## config.mk

```make
export PLATFORM = sky130hd
export DESIGN_NAME = dpir_top
export DESIGN_NICKNAME = d
export VERILOG_FILES = /design/src/dpir_pkg.sv /design/src/dpir_pin_gen.sv /design/src/dpir_release_tick.sv /design/src/dpir_top.sv
export SDC_FILE = /design/constraint.sdc
export NUM_CORES = 1
export LEC_CHECK = 0
export BUFFER_PORTS_ARGS = -buffer_cell sky130_fd_sc_hd__buf_2
export CORE_UTILIZATION = 35
export DETAILED_ROUTE_END_ITERATION = 10
export HOLD_SLACK_MARGIN = 0.03
export PLACE_DENSITY = 0.6
export SLEW_MARGIN = 15
export SYNTH_ARGS = -nofsm -noshare
export SYNTH_HDL_FRONTEND = slang
export SYNTH_SLANG_ARGS = --single-unit
```

## constraint.sdc

```tcl
create_clock -name sys_clk -period 1.7 [get_ports sys_clk]
set_input_delay 0.17 -clock sys_clk [delete_from_list [all_inputs] [get_ports sys_clk]]
set_output_delay 0.17 -clock sys_clk [all_outputs]
set_load 0.1 [all_outputs]
```

## src/dpir_pkg.sv

```systemverilog
// Purpose: shared constants and types of the dual pin interrupt router
// Assumes: byte-wide register port, eight-bit addresses
// Notes: bit positions hold for both enable registers
package dpir_pkg;
    // ------------------------------------------------------------
    // register map
    // ------------------------------------------------------------
    localparam logic [7:0] DPIR_ADDR_PIN_A = 8'h29;
    localparam logic [7:0] DPIR_ADDR_PIN_B = 8'h2A;
    localparam logic [7:0] DPIR_ENABLE_RST = 8'h00;
    // ------------------------------------------------------------
    // enable register fields
    // ------------------------------------------------------------
    localparam int DPIR_BIT_LEVEL = 7;
    localparam int DPIR_BIT_TICK = 6;
    localparam int DPIR_BIT_TRIM = 5;
    localparam int DPIR_BIT_ALARM_ONE = 4;
    localparam int DPIR_BIT_ALARM_TWO = 3;
    localparam int DPIR_BIT_STAMP = 2;
    localparam int DPIR_BIT_SUPPLY_SWAP = 1;
    localparam int DPIR_BIT_DOG = 0;
    // ------------------------------------------------------------
    // pin modes: interrupt output selection codes
    // ------------------------------------------------------------
    localparam logic [1:0] DPIR_FIRST_PIN_MODE_IRQ = 2'h2;
    localparam logic [1:0] DPIR_STAMP_PIN_MODE_IRQ = 2'h3;
    // ------------------------------------------------------------
    // timing: release tick
    // ------------------------------------------------------------
    localparam int DPIR_SYS_HZ = 50000000;
    localparam int DPIR_RELEASE_HZ = 128;
    localparam int DPIR_RELEASE_CYCLES = DPIR_SYS_HZ / DPIR_RELEASE_HZ;

    // one event strobe per source; offset trim has no flag
    typedef struct packed {
        logic tick;
        logic trim;
        logic alarm_one;
        logic alarm_two;
        logic stamp;
        logic supply_swap;
        logic dog;
    } dpir_src_type;

    // flags that software clears elsewhere in the device
    typedef struct packed {
        logic tick;
        logic alarm_one;
        logic alarm_two;
        logic stamp;
        logic supply_swap;
        logic dog;
    } dpir_flag_type;

    typedef struct packed {
        logic wr;
        logic [7:0] addr;
        logic [7:0] wdata;
    } dpir_reg_req_type;
endpackage

```

## src/dpir_pin_gen.sv

```systemverilog
// Purpose: one interrupt pin generator, pulse or level style
// Assumes: events are one-cycle strobes, flags are levels
// Notes: output is active high here; top inverts for the pin
`timescale 1ns/1ns
module dpir_pin_gen
    import dpir_pkg::*;
(
    // clock and reset
    input wire logic sys_clk,
    input wire logic rst_n,
    // control
    input wire logic [7:0] enables,
    input wire logic release_tick,
    // sources
    input dpir_pkg::dpir_src_type events,
    input dpir_pkg::dpir_flag_type flags,
    // output
    output logic irq_active
);
    import dpir_pkg::*;

    typedef struct packed {
        logic pulse;
        logic [1:0] ticks;
    } dpir_pin_state_type;

    dpir_pin_state_type s_q;
    dpir_pin_state_type s_d;
    logic trig;
    logic flag_any;
    logic trig_src_flagged;
    logic src_flag_clear;

    // gating by per-pin enable bits
    always_comb
    begin
        trig = (events.tick & enables[DPIR_BIT_TICK])
            | (events.trim & enables[DPIR_BIT_TRIM])
            | (events.alarm_one & enables[DPIR_BIT_ALARM_ONE])
            | (events.alarm_two & enables[DPIR_BIT_ALARM_TWO])
            | (events.stamp & enables[DPIR_BIT_STAMP])
            | (events.supply_swap & enables[DPIR_BIT_SUPPLY_SWAP])
            | (events.dog & enables[DPIR_BIT_DOG]);
        flag_any = (flags.tick & enables[DPIR_BIT_TICK])
            | (flags.alarm_one & enables[DPIR_BIT_ALARM_ONE])
            | (flags.alarm_two & enables[DPIR_BIT_ALARM_TWO])
            | (flags.stamp & enables[DPIR_BIT_STAMP])
            | (flags.supply_swap & enables[DPIR_BIT_SUPPLY_SWAP])
            | (flags.dog & enables[DPIR_BIT_DOG]);
        // trim has no flag, so it can never be cleared early
        trig_src_flagged = enables[DPIR_BIT_TICK] | enables[DPIR_BIT_ALARM_ONE]
            | enables[DPIR_BIT_ALARM_TWO] | enables[DPIR_BIT_STAMP]
            | enables[DPIR_BIT_SUPPLY_SWAP] | enables[DPIR_BIT_DOG];
        src_flag_clear = trig_src_flagged & ~flag_any & ~enables[DPIR_BIT_TRIM];
    end

    always_comb
    begin
        s_d = s_q;
        if (enables[DPIR_BIT_LEVEL])
        begin
            // no pulse is kept in level style, so a switch back starts clean
            s_d.pulse = 1'b0;
            s_d.ticks = 2'h0;
        end
        else if (trig)
        begin
            // fresh pulse restarts the release count
            s_d.pulse = 1'b1;
            s_d.ticks = 2'h0;
        end
        else if (s_q.pulse)
        begin
            if (src_flag_clear)
            begin
                s_d.pulse = 1'b0;
            end
            else if (release_tick)
            begin
                // first tick may come at once; second ends it: 1..2 periods
                if (s_q.ticks == 2'h1)
                begin
                    s_d.pulse = 1'b0;
                end
                s_d.ticks = s_q.ticks + 2'h1;
            end
        end
    end

    always_ff @(posedge sys_clk or negedge rst_n)
    begin
        if (!rst_n)
        begin
            s_q <= '0;
        end
        else
        begin
            s_q <= s_d;
        end
    end

    // trigger shows on the pin in the event cycle itself
    always_comb
    begin
        if (enables[DPIR_BIT_LEVEL])
        begin
            irq_active = flag_any | (events.trim & enables[DPIR_BIT_TRIM]);
        end
        else
        begin
            irq_active = trig | s_q.pulse;
        end
    end
endmodule

```

## src/dpir_release_tick.sv

```systemverilog
// Purpose: free-running 128 Hz release tick
// Assumes: sys_clk at 50 MHz
// Notes: counter never stops, so tick is unrelated to any event
`timescale 1ns/1ns
module dpir_release_tick
    import dpir_pkg::*;
(
    // clock and reset
    input wire logic sys_clk,
    input wire logic rst_n,
    // tick
    output logic tick
);
    typedef struct packed {
        logic [18:0] cnt;
        logic tick;
    } dpir_tick_state_type;

    dpir_tick_state_type s_q;
    dpir_tick_state_type s_d;

    always_comb
    begin
        s_d = s_q;
        s_d.tick = 1'b0;
        if (s_q.cnt == 19'(DPIR_RELEASE_CYCLES - 1))
        begin
            s_d.cnt = 19'h0;
            s_d.tick = 1'b1;
        end
        else
        begin
            s_d.cnt = s_q.cnt + 19'h1;
        end
    end

    always_ff @(posedge sys_clk or negedge rst_n)
    begin
        if (!rst_n)
        begin
            s_q <= '0;
        end
        else
        begin
            s_q <= s_d;
        end
    end

    assign tick = s_q.tick;
endmodule

```

## src/dpir_top.sv

```systemverilog
// Purpose: routes real-time clock events onto two active-low interrupt pins
// Assumes: register port and event sources run on sys_clk
// Notes: pin modes come from the pin configuration register elsewhere
`timescale 1ns/1ns
module dpir_top
    import dpir_pkg::*;
(
    // clock and reset
    input wire logic sys_clk,
    input wire logic nrst,
    // register port
    input dpir_pkg::dpir_reg_req_type reg_req,
    output logic [7:0] reg_rdata,
    // event strobes and flags
    input dpir_pkg::dpir_src_type events,
    input dpir_pkg::dpir_flag_type flags,
    output logic event_monitor_bit,
    // pin modes
    input wire logic [1:0] first_pin_mode,
    input wire logic [1:0] stamp_pin_mode,
    // first pin, open-drain
    output logic irq_out_first_o,
    output logic irq_out_first_oe_n,
    // second pin on stamp_pin, push-pull
    output logic irq_out_second,
    output logic irq_out_second_oe_n
);
    import dpir_pkg::*;

    // ------------------------------------------------------------
    // reset release
    // ------------------------------------------------------------
    logic [1:0] rst_sync_q;
    logic rst_n;

    always_ff @(posedge sys_clk or negedge nrst)
    begin
        if (!nrst)
        begin
            rst_sync_q <= 2'h0;
        end
        else
        begin
            rst_sync_q <= {rst_sync_q[0], 1'b1};
        end
    end

    assign rst_n = rst_sync_q[1];

    // ------------------------------------------------------------
    // state
    // ------------------------------------------------------------
    typedef struct packed {
        logic [7:0] en_a;
        logic [7:0] en_b;
        logic [7:0] rdata;
        logic mon;
        logic a_act;
        logic b_act;
    } dpir_top_state_type;

    dpir_top_state_type s_q;
    dpir_top_state_type s_d;
    logic release_tick;
    logic act_a;
    logic act_b;

    // ------------------------------------------------------------
    // pin generators
    // ------------------------------------------------------------
    dpir_release_tick u_tick
    (
        .sys_clk(sys_clk),
        .rst_n(rst_n),
        .tick(release_tick)
    );

    // triggers arrive already qualified by each source block
    dpir_pin_gen u_pin_a
    (
        .sys_clk(sys_clk),
        .rst_n(rst_n),
        .enables(s_q.en_a),
        .release_tick(release_tick),
        .events(events),
        .flags(flags),
        .irq_active(act_a)
    );

    dpir_pin_gen u_pin_b
    (
        .sys_clk(sys_clk),
        .rst_n(rst_n),
        .enables(s_q.en_b),
        .release_tick(release_tick),
        .events(events),
        .flags(flags),
        .irq_active(act_b)
    );

    // ------------------------------------------------------------
    // registers
    // ------------------------------------------------------------
    always_comb
    begin
        s_d = s_q;
        if (reg_req.wr)
        begin
            if (reg_req.addr == DPIR_ADDR_PIN_A)
            begin
                s_d.en_a = reg_req.wdata;
            end
            else if (reg_req.addr == DPIR_ADDR_PIN_B)
            begin
                s_d.en_b = reg_req.wdata;
            end
        end
        if (reg_req.addr == DPIR_ADDR_PIN_A)
        begin
            s_d.rdata = s_d.en_a;
        end
        else if (reg_req.addr == DPIR_ADDR_PIN_B)
        begin
            s_d.rdata = s_d.en_b;
        end
        else
        begin
            s_d.rdata = 8'h00;
        end
        s_d.mon = |flags;
        s_d.a_act = act_a;
        s_d.b_act = act_b;
    end

    always_ff @(posedge sys_clk or negedge rst_n)
    begin
        if (!rst_n)
        begin
            s_q <= '{en_a: DPIR_ENABLE_RST, en_b: DPIR_ENABLE_RST, default: '0};
        end
        else
        begin
            s_q <= s_d;
        end
    end

    // ------------------------------------------------------------
    // pins
    // ------------------------------------------------------------
    logic first_sel;
    logic second_sel;

    // combinational so a pulse lands in its event cycle
    always_comb
    begin
        first_sel = (first_pin_mode == DPIR_FIRST_PIN_MODE_IRQ);
        second_sel = (stamp_pin_mode == DPIR_STAMP_PIN_MODE_IRQ);
        irq_out_first_o = 1'b0;
        // open-drain: enable only when pulling low
        irq_out_first_oe_n = ~(first_sel & act_a);
        irq_out_second = ~act_b;
        irq_out_second_oe_n = ~second_sel;
    end

    assign reg_rdata = s_q.rdata;
    assign event_monitor_bit = s_q.mon;

    // ------------------------------------------------------------
    // checks: release of pulses and levels
    // ------------------------------------------------------------
    // enable bits lined up with the flag word
    logic [5:0] flag_mask_a;
    logic [5:0] flag_mask_b;

    assign flag_mask_a = {s_q.en_a[DPIR_BIT_TICK], s_q.en_a[DPIR_BIT_ALARM_ONE:DPIR_BIT_DOG]};
    assign flag_mask_b = {s_q.en_b[DPIR_BIT_TICK], s_q.en_b[DPIR_BIT_ALARM_ONE:DPIR_BIT_DOG]};
endmodule

```

### Word-level counts from Yosys, hierarchy flattened

Cells that the tools add are included.

| cells by class | value |
|---|---|
| reduce and logical (&&, ||, !) cells | 7 |
| equality and inequality tests | 9 |
| div/mod/pow operators | 0 |
| muxes and demuxes | 24 |
| $add $sub $neg | 3 |
| $lt $le $gt $ge | 0 |
| shift operators | 0 |
| multipliers | 0 |
| bitwise gates (word level) | 74 |

Operators by type and width:

| kind | number |
|---|---|
| $mux 8 | 5 |
| $or 1x1->1 | 36 |
| $and 1x1->1 | 31 |
| $mux 3 | 8 |
| $add 19x1->19 const B | 1 |
| $eq 19x19->1 const B | 1 |
| $mux 19 | 1 |
| $eq 8x6->1 const B | 2 |
| $mux 16 | 1 |
| $reduce_bool 3->1 | 4 |
| $mux 1 | 7 |
| $not 1->1 | 7 |
| $ne 3x2->1 const B | 2 |
| $reduce_and 3->1 | 2 |
| $reduce_or 6->1 | 1 |
| $add 2x1->2 const B | 2 |
| $eq 2x1->1 const B | 2 |
| $eq 2x2->1 const B | 2 |
| $mux 2 | 2 |

| word-level totals | value |
|---|---|
| input bits | 36 |
| word-level logic and storage cells | 128 |
| output and inout bits | 13 |
| memory bits (read-only) | 0 |
| memories kept | 0 |
| latch bits | 0 |
| register bits after elaboration | 53 |
| RAM bits | 0 |

### Logic depth before layout (Yosys ltp)

Gate-level depths: netlist of the first run.

| depth | value |
|---|---|
| word-level depth | 13 |
| gate-level depth with buffers | 6 |
| depth with buffers taken out | 5 |

### Cells and area by module

From an unflattened synthesis of the first run, not the netlist that was laid out.

| second synthesis, totals | value |
|---|---|
| cells, all modules | 260 |
| area total of the unflattened synthesis | 2808.9 um2 |

By module, submodules not included:

| module | instances | seq. area each (um2) | cells each | area an instance (um2) |
|---|---|---|---|---|
| dpir_top | 1 | 675.6 | 98 | 1252.5 |
| dpir_release_tick | 1 | 500.5 | 100 | 1046.0 |
| dpir_pin_gen | 2 | 75.1 | 31 | 255.2 |

### Worst setup path after synthesis of the first run

Ideal clock, no wire load.

| path | value |
|---|---|
| path kind | register -> output |
| from | reg s_q[24] in the netlist's numbering |
| to | out irq_out_first_oe_n |
| data required time | 1.530 ns |
| cell stages (with the launch flop) | 4 |
| setup slack | -1.574 ns |
| data arrival time | 3.104 ns |
| path buffers | 0 |
| path through | dfrtp_1 -> a222oi_1 -> nand4b_1 -> o21ai_0 |

| on the way | value |
|---|---|
| word-level cells in the longest chain between the ends | 11 |
| elaborated cells on any way between the ends | 12 |
| those cells by class | 1 x mux; 11 x bitwise |

Ends and longest elaborated chain:

| item | line | source |
|---|---|---|
| start: declaration | dpir_top.sv:62 | `dpir_top_state_type s_q;` |
| start signal: assignment | dpir_top.sv:139 | `s_q <= '{en_a: DPIR_ENABLE_RST, en_b: DPIR_ENABLE_RST, default: '0};` |
| start signal: assignment | dpir_top.sv:143 | `s_q <= s_d;` |
| $and 1x1->1 * | dpir_pin_gen.sv:38, dpir_pin_gen.sv:107 |  |
| $or 1x1->1 | dpir_pin_gen.sv:38 | `\| (events.trim & enables[DPIR_BIT_TRIM])` |
| $or 1x1->1 | dpir_pin_gen.sv:39 | `\| (events.alarm_one & enables[DPIR_BIT_ALARM_ONE])` |
| $or 1x1->1 | dpir_pin_gen.sv:40 | `\| (events.alarm_two & enables[DPIR_BIT_ALARM_TWO])` |
| $or 1x1->1 | dpir_pin_gen.sv:41 | `\| (events.stamp & enables[DPIR_BIT_STAMP])` |
| $or 1x1->1 | dpir_pin_gen.sv:42 | `\| (events.supply_swap & enables[DPIR_BIT_SUPPLY_SWAP])` |
| $or 1x1->1 | dpir_pin_gen.sv:43 | `\| (events.dog & enables[DPIR_BIT_DOG]);` |
| $or 1x1->1 | dpir_pin_gen.sv:111 | `irq_active = trig \| s_q.pulse;` |
| $mux 1 * | dpir_pin_gen.sv:105 | `if (enables[DPIR_BIT_LEVEL])` |
| $and 1x1->1 * | dpir_top.sv:160 | `irq_out_first_oe_n = ~(first_sel & act_a);` |
| $not 1->1 * | dpir_top.sv:160 |  |
| end: declaration | dpir_top.sv:23 | `output logic irq_out_first_oe_n,` |

Mark *: on every way between the ends. The rest lies on a longest branch, timed or not.

### Final worst setup path of the first run

| path | value |
|---|---|
| from | reg s_q (netlist bit flag_mask_b[4]) |
| to | out irq_out_second |

| on the way | value |
|---|---|
| word-level cells in the longest chain between the ends | 9 |
| elaborated cells on any way between the ends | 16 |
| those cells by class | 1 x mux; 15 x bitwise |

Ends and longest elaborated chain:

| item | line | source |
|---|---|---|
| $and 1x1->1, on equally long branches | dpir_pin_gen.sv:39, dpir_pin_gen.sv:45 |  |
| $or 1x1->1, on equally long branches | dpir_pin_gen.sv:39, dpir_pin_gen.sv:45 |  |
| $or 1x1->1, on equally long branches | dpir_pin_gen.sv:40, dpir_pin_gen.sv:46 |  |
| $or 1x1->1, on equally long branches | dpir_pin_gen.sv:41, dpir_pin_gen.sv:47 |  |
| $or 1x1->1, on equally long branches | dpir_pin_gen.sv:42, dpir_pin_gen.sv:48 |  |
| $or 1x1->1, on equally long branches | dpir_pin_gen.sv:43, dpir_pin_gen.sv:49 |  |
| $or 1x1->1, on equally long branches | dpir_pin_gen.sv:111, dpir_pin_gen.sv:107 |  |
| $mux 1 * | dpir_pin_gen.sv:105 |  |
| $not 1->1 * | dpir_top.sv:161 | `irq_out_second = ~act_b;` |
| end: declaration | dpir_top.sv:25 | `output logic irq_out_second,` |

Marked as above.

==> results of run 1 <==
## layer usage
metal,track usage (%),wire length (um),vias up
li1,-,-,1031
met1,20.6,2630,1050
met2,26.9,3010,68
met3,2.96,314,11
met4,7.51,150,0
met5,0,0,-
## layout make-up
type,instances,area [um2]
Tap cell,99,124
Sequential cell,53,1330
Multi-Input combinational cell,172,1300
Clock inverter,3,43.8
Timing Repair Buffer,64,412
Inverter,10,37.5
Clock buffer,5,68.8
Fill cell,717,4050
## sequential cells by signal, indices dropped and copies added, names as in the netlist
signal	cells
u_tick.s_q	19
reg_rdata	8
flag_mask_a	6
flag_mask_b	6
s_q	4
u_pin_a.s_q	3
u_pin_b.s_q	3
rst_sync_q	2
event_monitor_bit	1
u_tick.tick	1
## placed cells by master, fill, tap and decap left out, types with 5 or more instances in the layout
cell type | Yosys | routed
a21oi_1 | 9 | 9
a22oi_1 | 16 | 15
buf_2 | 0 | 45
buf_4 | 10 | 14
clkbuf_8 | 0 | 5
dfrtp_1 | 53 | 49
inv_1 | 10 | 10
mux2_2 | 19 | 17
nand2_1 | 18 | 18
nand3_1 | 9 | 8
nor2_1 | 19 | 17
nor4_1 | 6 | 6
o22ai_1 | 7 | 6
xnor2_1 | 5 | 5
xor2_1 | 6 | 6
## where the power goes
part           leakage (nW)  total (mW)  switching, mW  internal [mW]
Clock                0.0585       0.869          0.427          0.442
Sequential            0.707        1.38         0.0655           1.31
Combinational         0.758       0.575          0.341          0.234
Total                  1.52        2.82          0.833           1.99
## logic make-up (layout without fill, tap and decap cells)
family / after synthesis / after routing / synth area share (%)
multiplexers: 20 / 20 / 8.30
other: 2 / 2 / 0.278
buffers and inverters: 25 / 82 / 5.15
AO/OA/AOI/OAI: 54 / 54 / 14.0
XOR/XNOR: 11 / 11 / 3.57
AND/OR/NAND/NOR: 81 / 81 / 17.7
adder cells (fa/ha/maj): 4 / 4 / 1.85
flip-flops: 53 / 53 / 49.1
## metrics by stage
step,instance area (um2),setup TNS (ns),instances
5_1_grt,3320,-0.905,406
3_5_place_dp,3140,0,396
6_report,3320,-0.532,406
4_1_cts,3280,-0.522,406
3_3_place_gp,3140,0,396
2_1_floorplan,2720,-0.212,250
## path summary, 6_finish.rpt
kind	startpoint	end	depth (start not counted)
max in group asynchronous	rst_sync_q[1]$_DFF_PN0_	u_tick.s_q[2]$_DFF_PN0_	1
max reg2reg	flag_mask_a[4]$_DFF_PN0_	u_pin_a.s_q[0]$_DFFE_PN0P_	6
min in group asynchronous	nrst	rst_sync_q[1]$_DFF_PN0_	2
min	flags[4]	event_monitor_bit$_DFF_PN0_	3
min reg2reg	rst_sync_q[1]$_DFF_PN0_	s_q[26]$_DFF_PN0_	1
max	flag_mask_b[4]$_DFF_PN0_	irq_out_second	4
## worst max-delay path: cells and delay by family, from the launching register on
kind,cells,cell delay (ns)
DFF,1,0.46
buffers and inverters,1,0.20
and+or+nand+nor,1,0.25
AOI/OAI and AO/OA,2,0.59
## timing repair
action | in CTS | in global routing
pin swaps | 2 | 6
resized for setup | 3 | 12
hold endpoints to repair | 2 | 0
hold buffers | 1 | 0
setup endpoints to repair | 2 | 12
buffers inserted | 1 | 2
==> impl_metrics.tcl, run 1 <==
set metrics [dict create \
    status "finished, violations left" \
    violations "setup timing" \
    layout-drive-gt1-share_pct 35.8 \
    fin_crit_sh_pct 117 \
    critPathArrivalTime_ns 1.82 \
    synth_nets 290 \
    die_y_um 89.8 \
    clock_latency_ns 0.31 \
    track_usage_pct 16.2 \
    numCtsBuffers 5 \
    layout_setup_ws_ns -0.293 \
    synthFlopType "dfrtp_1" \
    synth.cell_area_um2 2700 \
    cts.sinks 53 \
    synth_cell_types 46 \
    post-route-util_pct 45.1 \
    dieArea_um2 8070 \
    hold_path.class "input port to flip-flop" \
    setup_viol 2 \
    syn_area_per_cell_um2 10.8 \
    gpl.final_weighted_congestion 0.908 \
    path_max_fanout 5 \
    synth_seq_cells 53 \
    path_cells "a222oi_1 -> nand4b_1 -> o22ai_4 -> buf_12" \
    dpl_worst_slack_ns 0.0491 \
    crit_type "flip-flop to output port" \
    drt_iter0_markers 119 \
    root_buffer "clkbuf_8" \
    synth.area.top_cells "dfrtp_1 (49%), mux2_2 (7.9%), a22oi_1 (4.5%)" \
    vias 2160 \
    grt_first_pass_wirelength_mm 10.5 \
    crit_path_start_kind "flip-flop" \
    hold_viol_final 0 \
    drv_cap 0 \
    grt_pass1_vias 2185 \
    ys_seq_area_share_pct 49.1 \
    drt-vias-per-instance 5.32 \
    power_mw 2.82 \
    yosysTopAreaCell "dfrtp_1" \
    htreeDepth 2 \
    worst_path_largest_cell_delay_ns 0.46 \
    wire_per_inst_um 15.0 \
    fin_skew_ns 0.0177 \
    maxSlewViolCount 0 \
    fmax_ghz 0.502 \
    gr-total-overflow 0 \
    syn_inst 250 \
    core-area_um2 7370 \
    fin_nets 346 \
    worst_path_max_delay_cell "dfrtp_2" \
    tritoncts "done" \
    rrSetupSlack_ns 0.04 \
    diodes 0 \
    synth_edf_count 0 \
    grt_max_degree 52 \
    dp_hpwl_mm 4.62 \
    end_kind "output port" \
    clk_pin_slew_ns 0.11 \
    drt_wl_total_mm 6.10 \
    clock_path_buffers 2 \
    power.density_nw_per_um2 849 \
    holdWs_ns 0.0809 \
    critPathRequiredTime_ns 1.53 \
    synth_most_common_cell "dfrtp_1" \
    row_count 31 \
    drc 0 \
    die_width_um 89.8 \
    area_growth_pct 23.0 \
    synth_common_cells "dfrtp_1 (53), mux2_2 (19), nor2_1 (19)" \
    dr.pass1.iters 4 \
    vdd_drop_max_mv 0.312 \
    initial_utilization_pct 36.6 \
    leakagePower_nw 1.52 \
    period_needed_ns 1.99 \
    yosys_warnings 0 \
    postRouteAntennaNets 0 \
    rsz0062_at_grt "yes" \
    yosys.area.top_type_share_pct 49.1 \
    ioPinCount 49 \
    port-buffer-count 47 \
    synthArstFlopShare_pct 100 \
    antenna_found_initial 0 \
]
Power figures use the tool's default switching activity.
==> run 2: changes to the inputs <==
Settings changed: CORE_ASPECT_RATIO from default to 0.8.
Clock period 1.7 ns to 1.6 ns, I/O delays scaled along.
==> run 2 against run 1 <==
Compared with the run above:
- the run still ends with setup timing left
- via count increased by 2.9%
- sequential share of layout area decreased by 2.8 points
- wire length increased by 5.6%
- critical path type unchanged
- critical endpoint is now irq_out_first_oe_n
- largest cell class is now multi-input gates
- highest routed layer unchanged
==> impl_metrics.tcl, run 2 (synthesis gave the netlist of run 1 again) <==
set metrics [dict create \
    status "finished, violations left" \
    violations "setup timing" \
    maxSlewViolCount 0 \
    min_to "event_monitor_bit$_DFF_PN0_" \
    setup_viol 4 \
    drt-vias-per-instance 5.10 \
    postPlaceCellArea_um2 3300 \
    layout_setup_ws_ns -0.389 \
    dr.pass1.iters 5 \
    hold_path.class "input port to flip-flop" \
    min_from "flags[4]" \
    drv_cap 0 \
    wire_per_inst_um 14.8 \
    p_int_mw 2.14 \
    postRouteAntennaNets 0 \
    largest_reg_flops 19 \
    antenna_found_initial 0 \
    gr-total-overflow 0 \
    die_y_um 80.5 \
    hold_viol_final 0 \
    r2r_end "u_pin_b.s_q[0]$_DFFE_PN0P_" \
    p_switching_mw 0.920 \
    post-route-util_pct 48.0 \
    leakagePower_nw 1.65 \
    fmax_ghz 0.503 \
    ioPinCount 49 \
    layout-drive-gt1-share_pct 41.4 \
    fillers 700 \
    root_buffer "clkbuf_8" \
    drt_wl_total_mm 6.45 \
    worst_path_max_delay_cell "dfrtp_1" \
    track_usage_pct 17.0 \
    path_max_fanout 5 \
    fin_crit_sh_pct 124 \
    clk_pin_slew_ns 0.10 \
    end_kind "output port" \
    drc 0 \
    path_cells "a22oi_1 -> nand4b_1 -> o21ai_4 -> buf_12" \
    vdd_drop_max_mv 0.807 \
    port-buffer-count 47 \
    clockPowerShare_pct 30.6 \
    core-area_um2 7430 \
    initial_utilization_pct 36.3 \
    power.density_nw_per_um2 857 \
    max-slew-margin-rel_pct 65.5 \
    row_count 28 \
    critPathRequiredTime_ns 1.44 \
    diodes 0 \
    reg2regPathDepth 6 \
    area_growth_pct 32.2 \
    rr_startpoint "flag_mask_b[5]$_DFF_PN0_" \
    crit_path_start_kind "flip-flop" \
    grt_first_pass_wirelength_mm 10.5 \
    final_common_cell "dfrtp_1" \
    clock_latency_ns 0.31 \
    gpl.final_weighted_congestion 0.905 \
    regArea_um2 1330 \
    crit_type "flip-flop to output port" \
    fin_skew_ns 0.0108 \
    seq_power_share_pct 47.8 \
    tritoncts "done" \
    largest_register "u_tick.s_q" \
    crit_family "compound AO/OA/AOI/OAI gates" \
    final_area_um2 3570 \
    grt_pass1_vias 2107 \
    critPathBufInv 1 \
    dieArea_um2 8070 \
    drt_iter0_markers 169 \
    htreeDepth 2 \
    p_sw_share_pct 30.1 \
    hold_depth 3 \
    cts.sinks 53 \
    p_comb_share_pct 21.6 \
    rsz0062_at_grt "yes" \
    rrSetupSlack_ns -0.04 \
    multi_input_area_um2 1340 \
    holdWs_ns 0.0678 \
    final_cell_mix "dfrtp_1 (51), buf_2 (45), buf_4 (36)" \
    vias 2223 \
    dp_hpwl_mm 4.76 \
    die_width_um 100 \
    grt_max_degree 52 \
    numCtsBuffers 5 \
    fin_nets 370 \
    worst_pin_slew_ns 0.516 \
    period_needed_ns 1.99 \
    worst_path_largest_cell_delay_ns 0.46 \
    critPathArrivalTime_ns 1.83 \
    clock_path_buffers 2 \
]
==> run 2: changes by cell type in the layout (fill, tap and decap cells not counted), sizes merged <==
cell	previous run	this run
clkinvlp	0	1
inv	11	10
buf	63	87
==> run 2: worst max-delay path by stage <==
stage / startpoint / to / slack, ns / depth (start not counted)
after global routing: flag_mask_b[5]$_DFF_PN0_ / irq_out_second / -0.49 / 4
after global placement: flag_mask_b[5]$_DFF_PN0_ / irq_out_second / -0.01 / 4
after CTS: flag_mask_a[4]$_DFF_PN0_ / irq_out_first_oe_n / -0.41 / 4
after floorplan: flag_mask_b[5]$_DFF_PN0_ / irq_out_second / -0.22 / 3
after detailed placement: flag_mask_a[4]$_DFF_PN0_ / irq_out_first_oe_n / -0.06 / 4
final: flag_mask_a[3]$_DFF_PN0_ / irq_out_first_oe_n / -0.39 / 4
==> run 2: metal layers <==
metal / up-vias / track usage [%] / part of all wire, %
met5: - / 0 / 0
met1: 1071 / 25.3 / 48
met3: 6 / 4.00 / 6.2
met2: 67 / 24.3 / 45
met4: 0 / 4.64 / 0.71
li1: 1079 / - / -
==> run 2: what timing repair did <==
item,in CTS,in global routing
pin swaps,5,4
hold endpoints to repair,2,0
setup endpoints to repair,12,21
setup buffers,1,7
gates cloned,0,0
resized for setup,2,20
hold buffers,1,0
==> run 2: metrics by stage <==
stage / total power [mW] / TNS (ns) / instances / worst slack (ns)
after global placement: 2.09 / -0.0141 / 419 / -0.0135
after floorplan: 1.85 / -0.392 / 250 / -0.218
after detailed placement: 2.10 / -0.0981 / 419 / -0.0620
after CTS: 3.04 / -0.787 / 429 / -0.409
final: 3.06 / -0.824 / 436 / -0.389
after global routing: 3.19 / -1.41 / 436 / -0.488
==> run 2: worst register-to-register path, stage by stage (launching register included) <==
cell      delay [ns]
dfrtp_1         0.40
a222oi_1        0.39
nand4b_1        0.24
buf_4           0.20
buf_6           0.13
nor2_4          0.08
mux2_4          0.14
==> run 2: final cells by class <==
cell class	instances	share of cell area (%)
multi-input cells	172	37.5
flip-flops and latches	53	37.2
repair buffers	88	17.3
well taps	105	3.68
clock buffers	5	1.93
clock inverters	3	1.30
inverters	10	1.05
==> run 2: power groups by stage <==
stage               registers (mW)  logic (mW)  clock network [mW]
floorplan                     1.49       0.366                   0
global placement              1.48       0.607                   0
detailed placement            1.48       0.611                   0
CTS                           1.46       0.618               0.962
global route                  1.47       0.703                1.02
finish                        1.46       0.662               0.935
==> run 3: changes to the inputs <==
Settings changed: BUFFER_PORTS_ARGS -buffer_cell sky130_fd_sc_hd__buf_2 to default, CAP_MARGIN from default to 20, DONT_BUFFER_PORTS from default to 1, PLACE_DENSITY 0.6 to 0.55.
Clock period 1.6 ns to 1.7 ns, I/O delays scaled along.
==> run 3 against run 2 <==
Compared with the run above:
- the run still ends with setup timing left
- sequential power fell by 6%
- critical path depth did not move
- combinational power fell by 17%
- sequential share of layout area rose by 2.8 points
- final area fell by 6.9%
- register-to-register slack improved by 0.05 ns
- clock skew fell by 0.0056 ns
- final cell count fell by 9.6%
- via count fell by 3.2%
- non-clock buffer count fell by 42
- wire length rose by 2.9%
==> impl_metrics.tcl, run 3 (synthesis gave the netlist of run 1 again) <==
set metrics [dict create \
    status "finished, violations left" \
    violations "setup timing" \
    maxSlewViolCount 0 \
    clock_path_buffers 2 \
    root_buffer "clkbuf_8" \
    clock_latency_ns 0.30 \
    period_needed_ns 1.94 \
    multi_input_area_um2 1300 \
    fin_crit_sh_pct 114 \
    path_max_fanout 5 \
    post-route-util_pct 44.7 \
    leakagePower_nw 1.46 \
    clk_pin_slew_ns 0.09 \
    reg2regPathDepth 5 \
    port-buffer-count 0 \
    drt_wl_total_mm 6.63 \
    drt_iter0_markers 225 \
    area_growth_pct 23.0 \
    fin_nets 328 \
    setup_tns_ns -0.442 \
    power.density_nw_per_um2 805 \
    final_cell_mix "dfrtp_1 (51), buf_4 (27), nand2_1 (18)" \
    drt-vias-per-instance 5.46 \
    final_common_cell "dfrtp_1" \
    power_mw 2.67 \
    postRouteAntennaNets 0 \
    final_area_um2 3320 \
    dp_hpwl_mm 4.56 \
    rr_startpoint "flag_mask_b[5]$_DFF_PN0_" \
    cts.sinks 53 \
    hold_path.class "input port to flip-flop" \
    fin_skew_ns 0.00519 \
    crit_type "flip-flop to output port" \
    holdWs_ns 0.0403 \
    crit_end "irq_out_first_oe_n" \
    drv_cap 0 \
    row_count 28 \
    tritoncts "done" \
    vias 2151 \
    crit_path_start_kind "flip-flop" \
    dieArea_um2 8070 \
    critPathArrivalTime_ns 1.77 \
    ioPinCount 49 \
    dr.pass1.iters 5 \
    layout_setup_ws_ns -0.237 \
    regArea_um2 1330 \
    setup_viol 2 \
    hold_viol_final 0 \
    critPathRequiredTime_ns 1.53 \
    fmax_ghz 0.516 \
    grt_first_pass_wirelength_mm 10.6 \
    vdd_drop_max_mv 0.978 \
    grt_pass1_vias 2101 \
    track_usage_pct 17.4 \
    antenna_found_initial 0 \
    dpl_worst_slack_ns 0.0716 \
    numCtsBuffers 5 \
    placedCellCount 368 \
    final_cell_count_no_fill 394 \
    layout-drive-gt1-share_pct 26.6 \
    r2r_end "u_pin_b.s_q[0]$_DFFE_PN0P_" \
    rsz0062_at_grt "yes" \
    drc 0 \
    largest_register "u_tick.s_q" \
    crit_start "flag_mask_a[4]$_DFF_PN0_" \
    die_width_um 100 \
    initial_utilization_pct 36.3 \
    fillers 722 \
    diodes 0 \
    postPlaceCellArea_um2 3000 \
    gr-total-overflow 0 \
    die_y_um 80.5 \
    gpl.final_weighted_congestion 0.925 \
    end_kind "output port" \
    wire_per_inst_um 16.8 \
    largest_reg_flops 19 \
    grt_max_degree 52 \
    core-area_um2 7430 \
    rrSetupSlack_ns 0.01 \
    htreeDepth 2 \
]
-- run 3: cell types whose count changed in the layout (fill, tap and decap cells not counted), sizes merged --
cell,delta
clkinv,+1
dlygate4sd3,+15
clkbuf,+1
bufinv,-1
clkinvlp,-1
buf,-57
-- run 3: per-layer routing --
layer / share of wire (%) / track usage [%] / wire length (um)
met5: 0 / 0 / 0
met1: 48 / 24.6 / 3160
met2: 42 / 24.1 / 2770
met3: 8.4 / 5.66 / 557
met4: 2.1 / 7.10 / 140
-- run 3: cell type report --
type | instances | share of cell area (%)
Inverter | 10 | 1.13
Clock buffer | 6 | 2.49
Multi-Input combinational cell | 172 | 39.3
Tap cell | 105 | 3.96
Timing Repair Buffer | 46 | 12.7
Clock inverter | 2 | 0.414
Sequential cell | 53 | 40.0
-- run 3: power breakdown --
group	internal, mW	leakage (nW)	switching, mW	total, mW
logic	0.228	0.701	0.324	0.551
clock network	0.331	0.0512	0.417	0.748
registers	1.31	0.710	0.0641	1.37
-- run 3: worst max-delay path, stage by stage (launching register included) --
cell	delay (ns)
dfrtp_1	0.44
a222oi_1	0.39
nand4b_1	0.23
o21ai_4	0.21
buf_12	0.19
-- run 3: how the worst min path moves through the flow --
stage	from	to	slack, ns	cells past startpoint
6_report	reg_req[16]	reg_rdata[4]$_DFF_PN0_	0.04	2
5_1_grt	reg_req[6]	reg_rdata[6]$_DFF_PN0_	0.03	2
4_1_cts	flags[0]	event_monitor_bit$_DFF_PN0_	0.03	2
3_5_place_dp	nrst	rst_sync_q[0]$_DFF_PN0_	-0.13	0
3_3_place_gp	nrst	rst_sync_q[0]$_DFF_PN0_	-0.13	0
2_1_floorplan	nrst	rst_sync_q[0]$_DFF_PN0_	-0.13	0
-- run 3: what timing repair did --
action / CTS / global route
gates resized for setup: 1 / 13
hold endpoints to repair: 27 / 1
pin swaps: 4 / 7
setup buffers: 4 / 1
setup endpoints to repair: 2 / 21
cloned: 0 / 0
hold buffers: 14 / 2
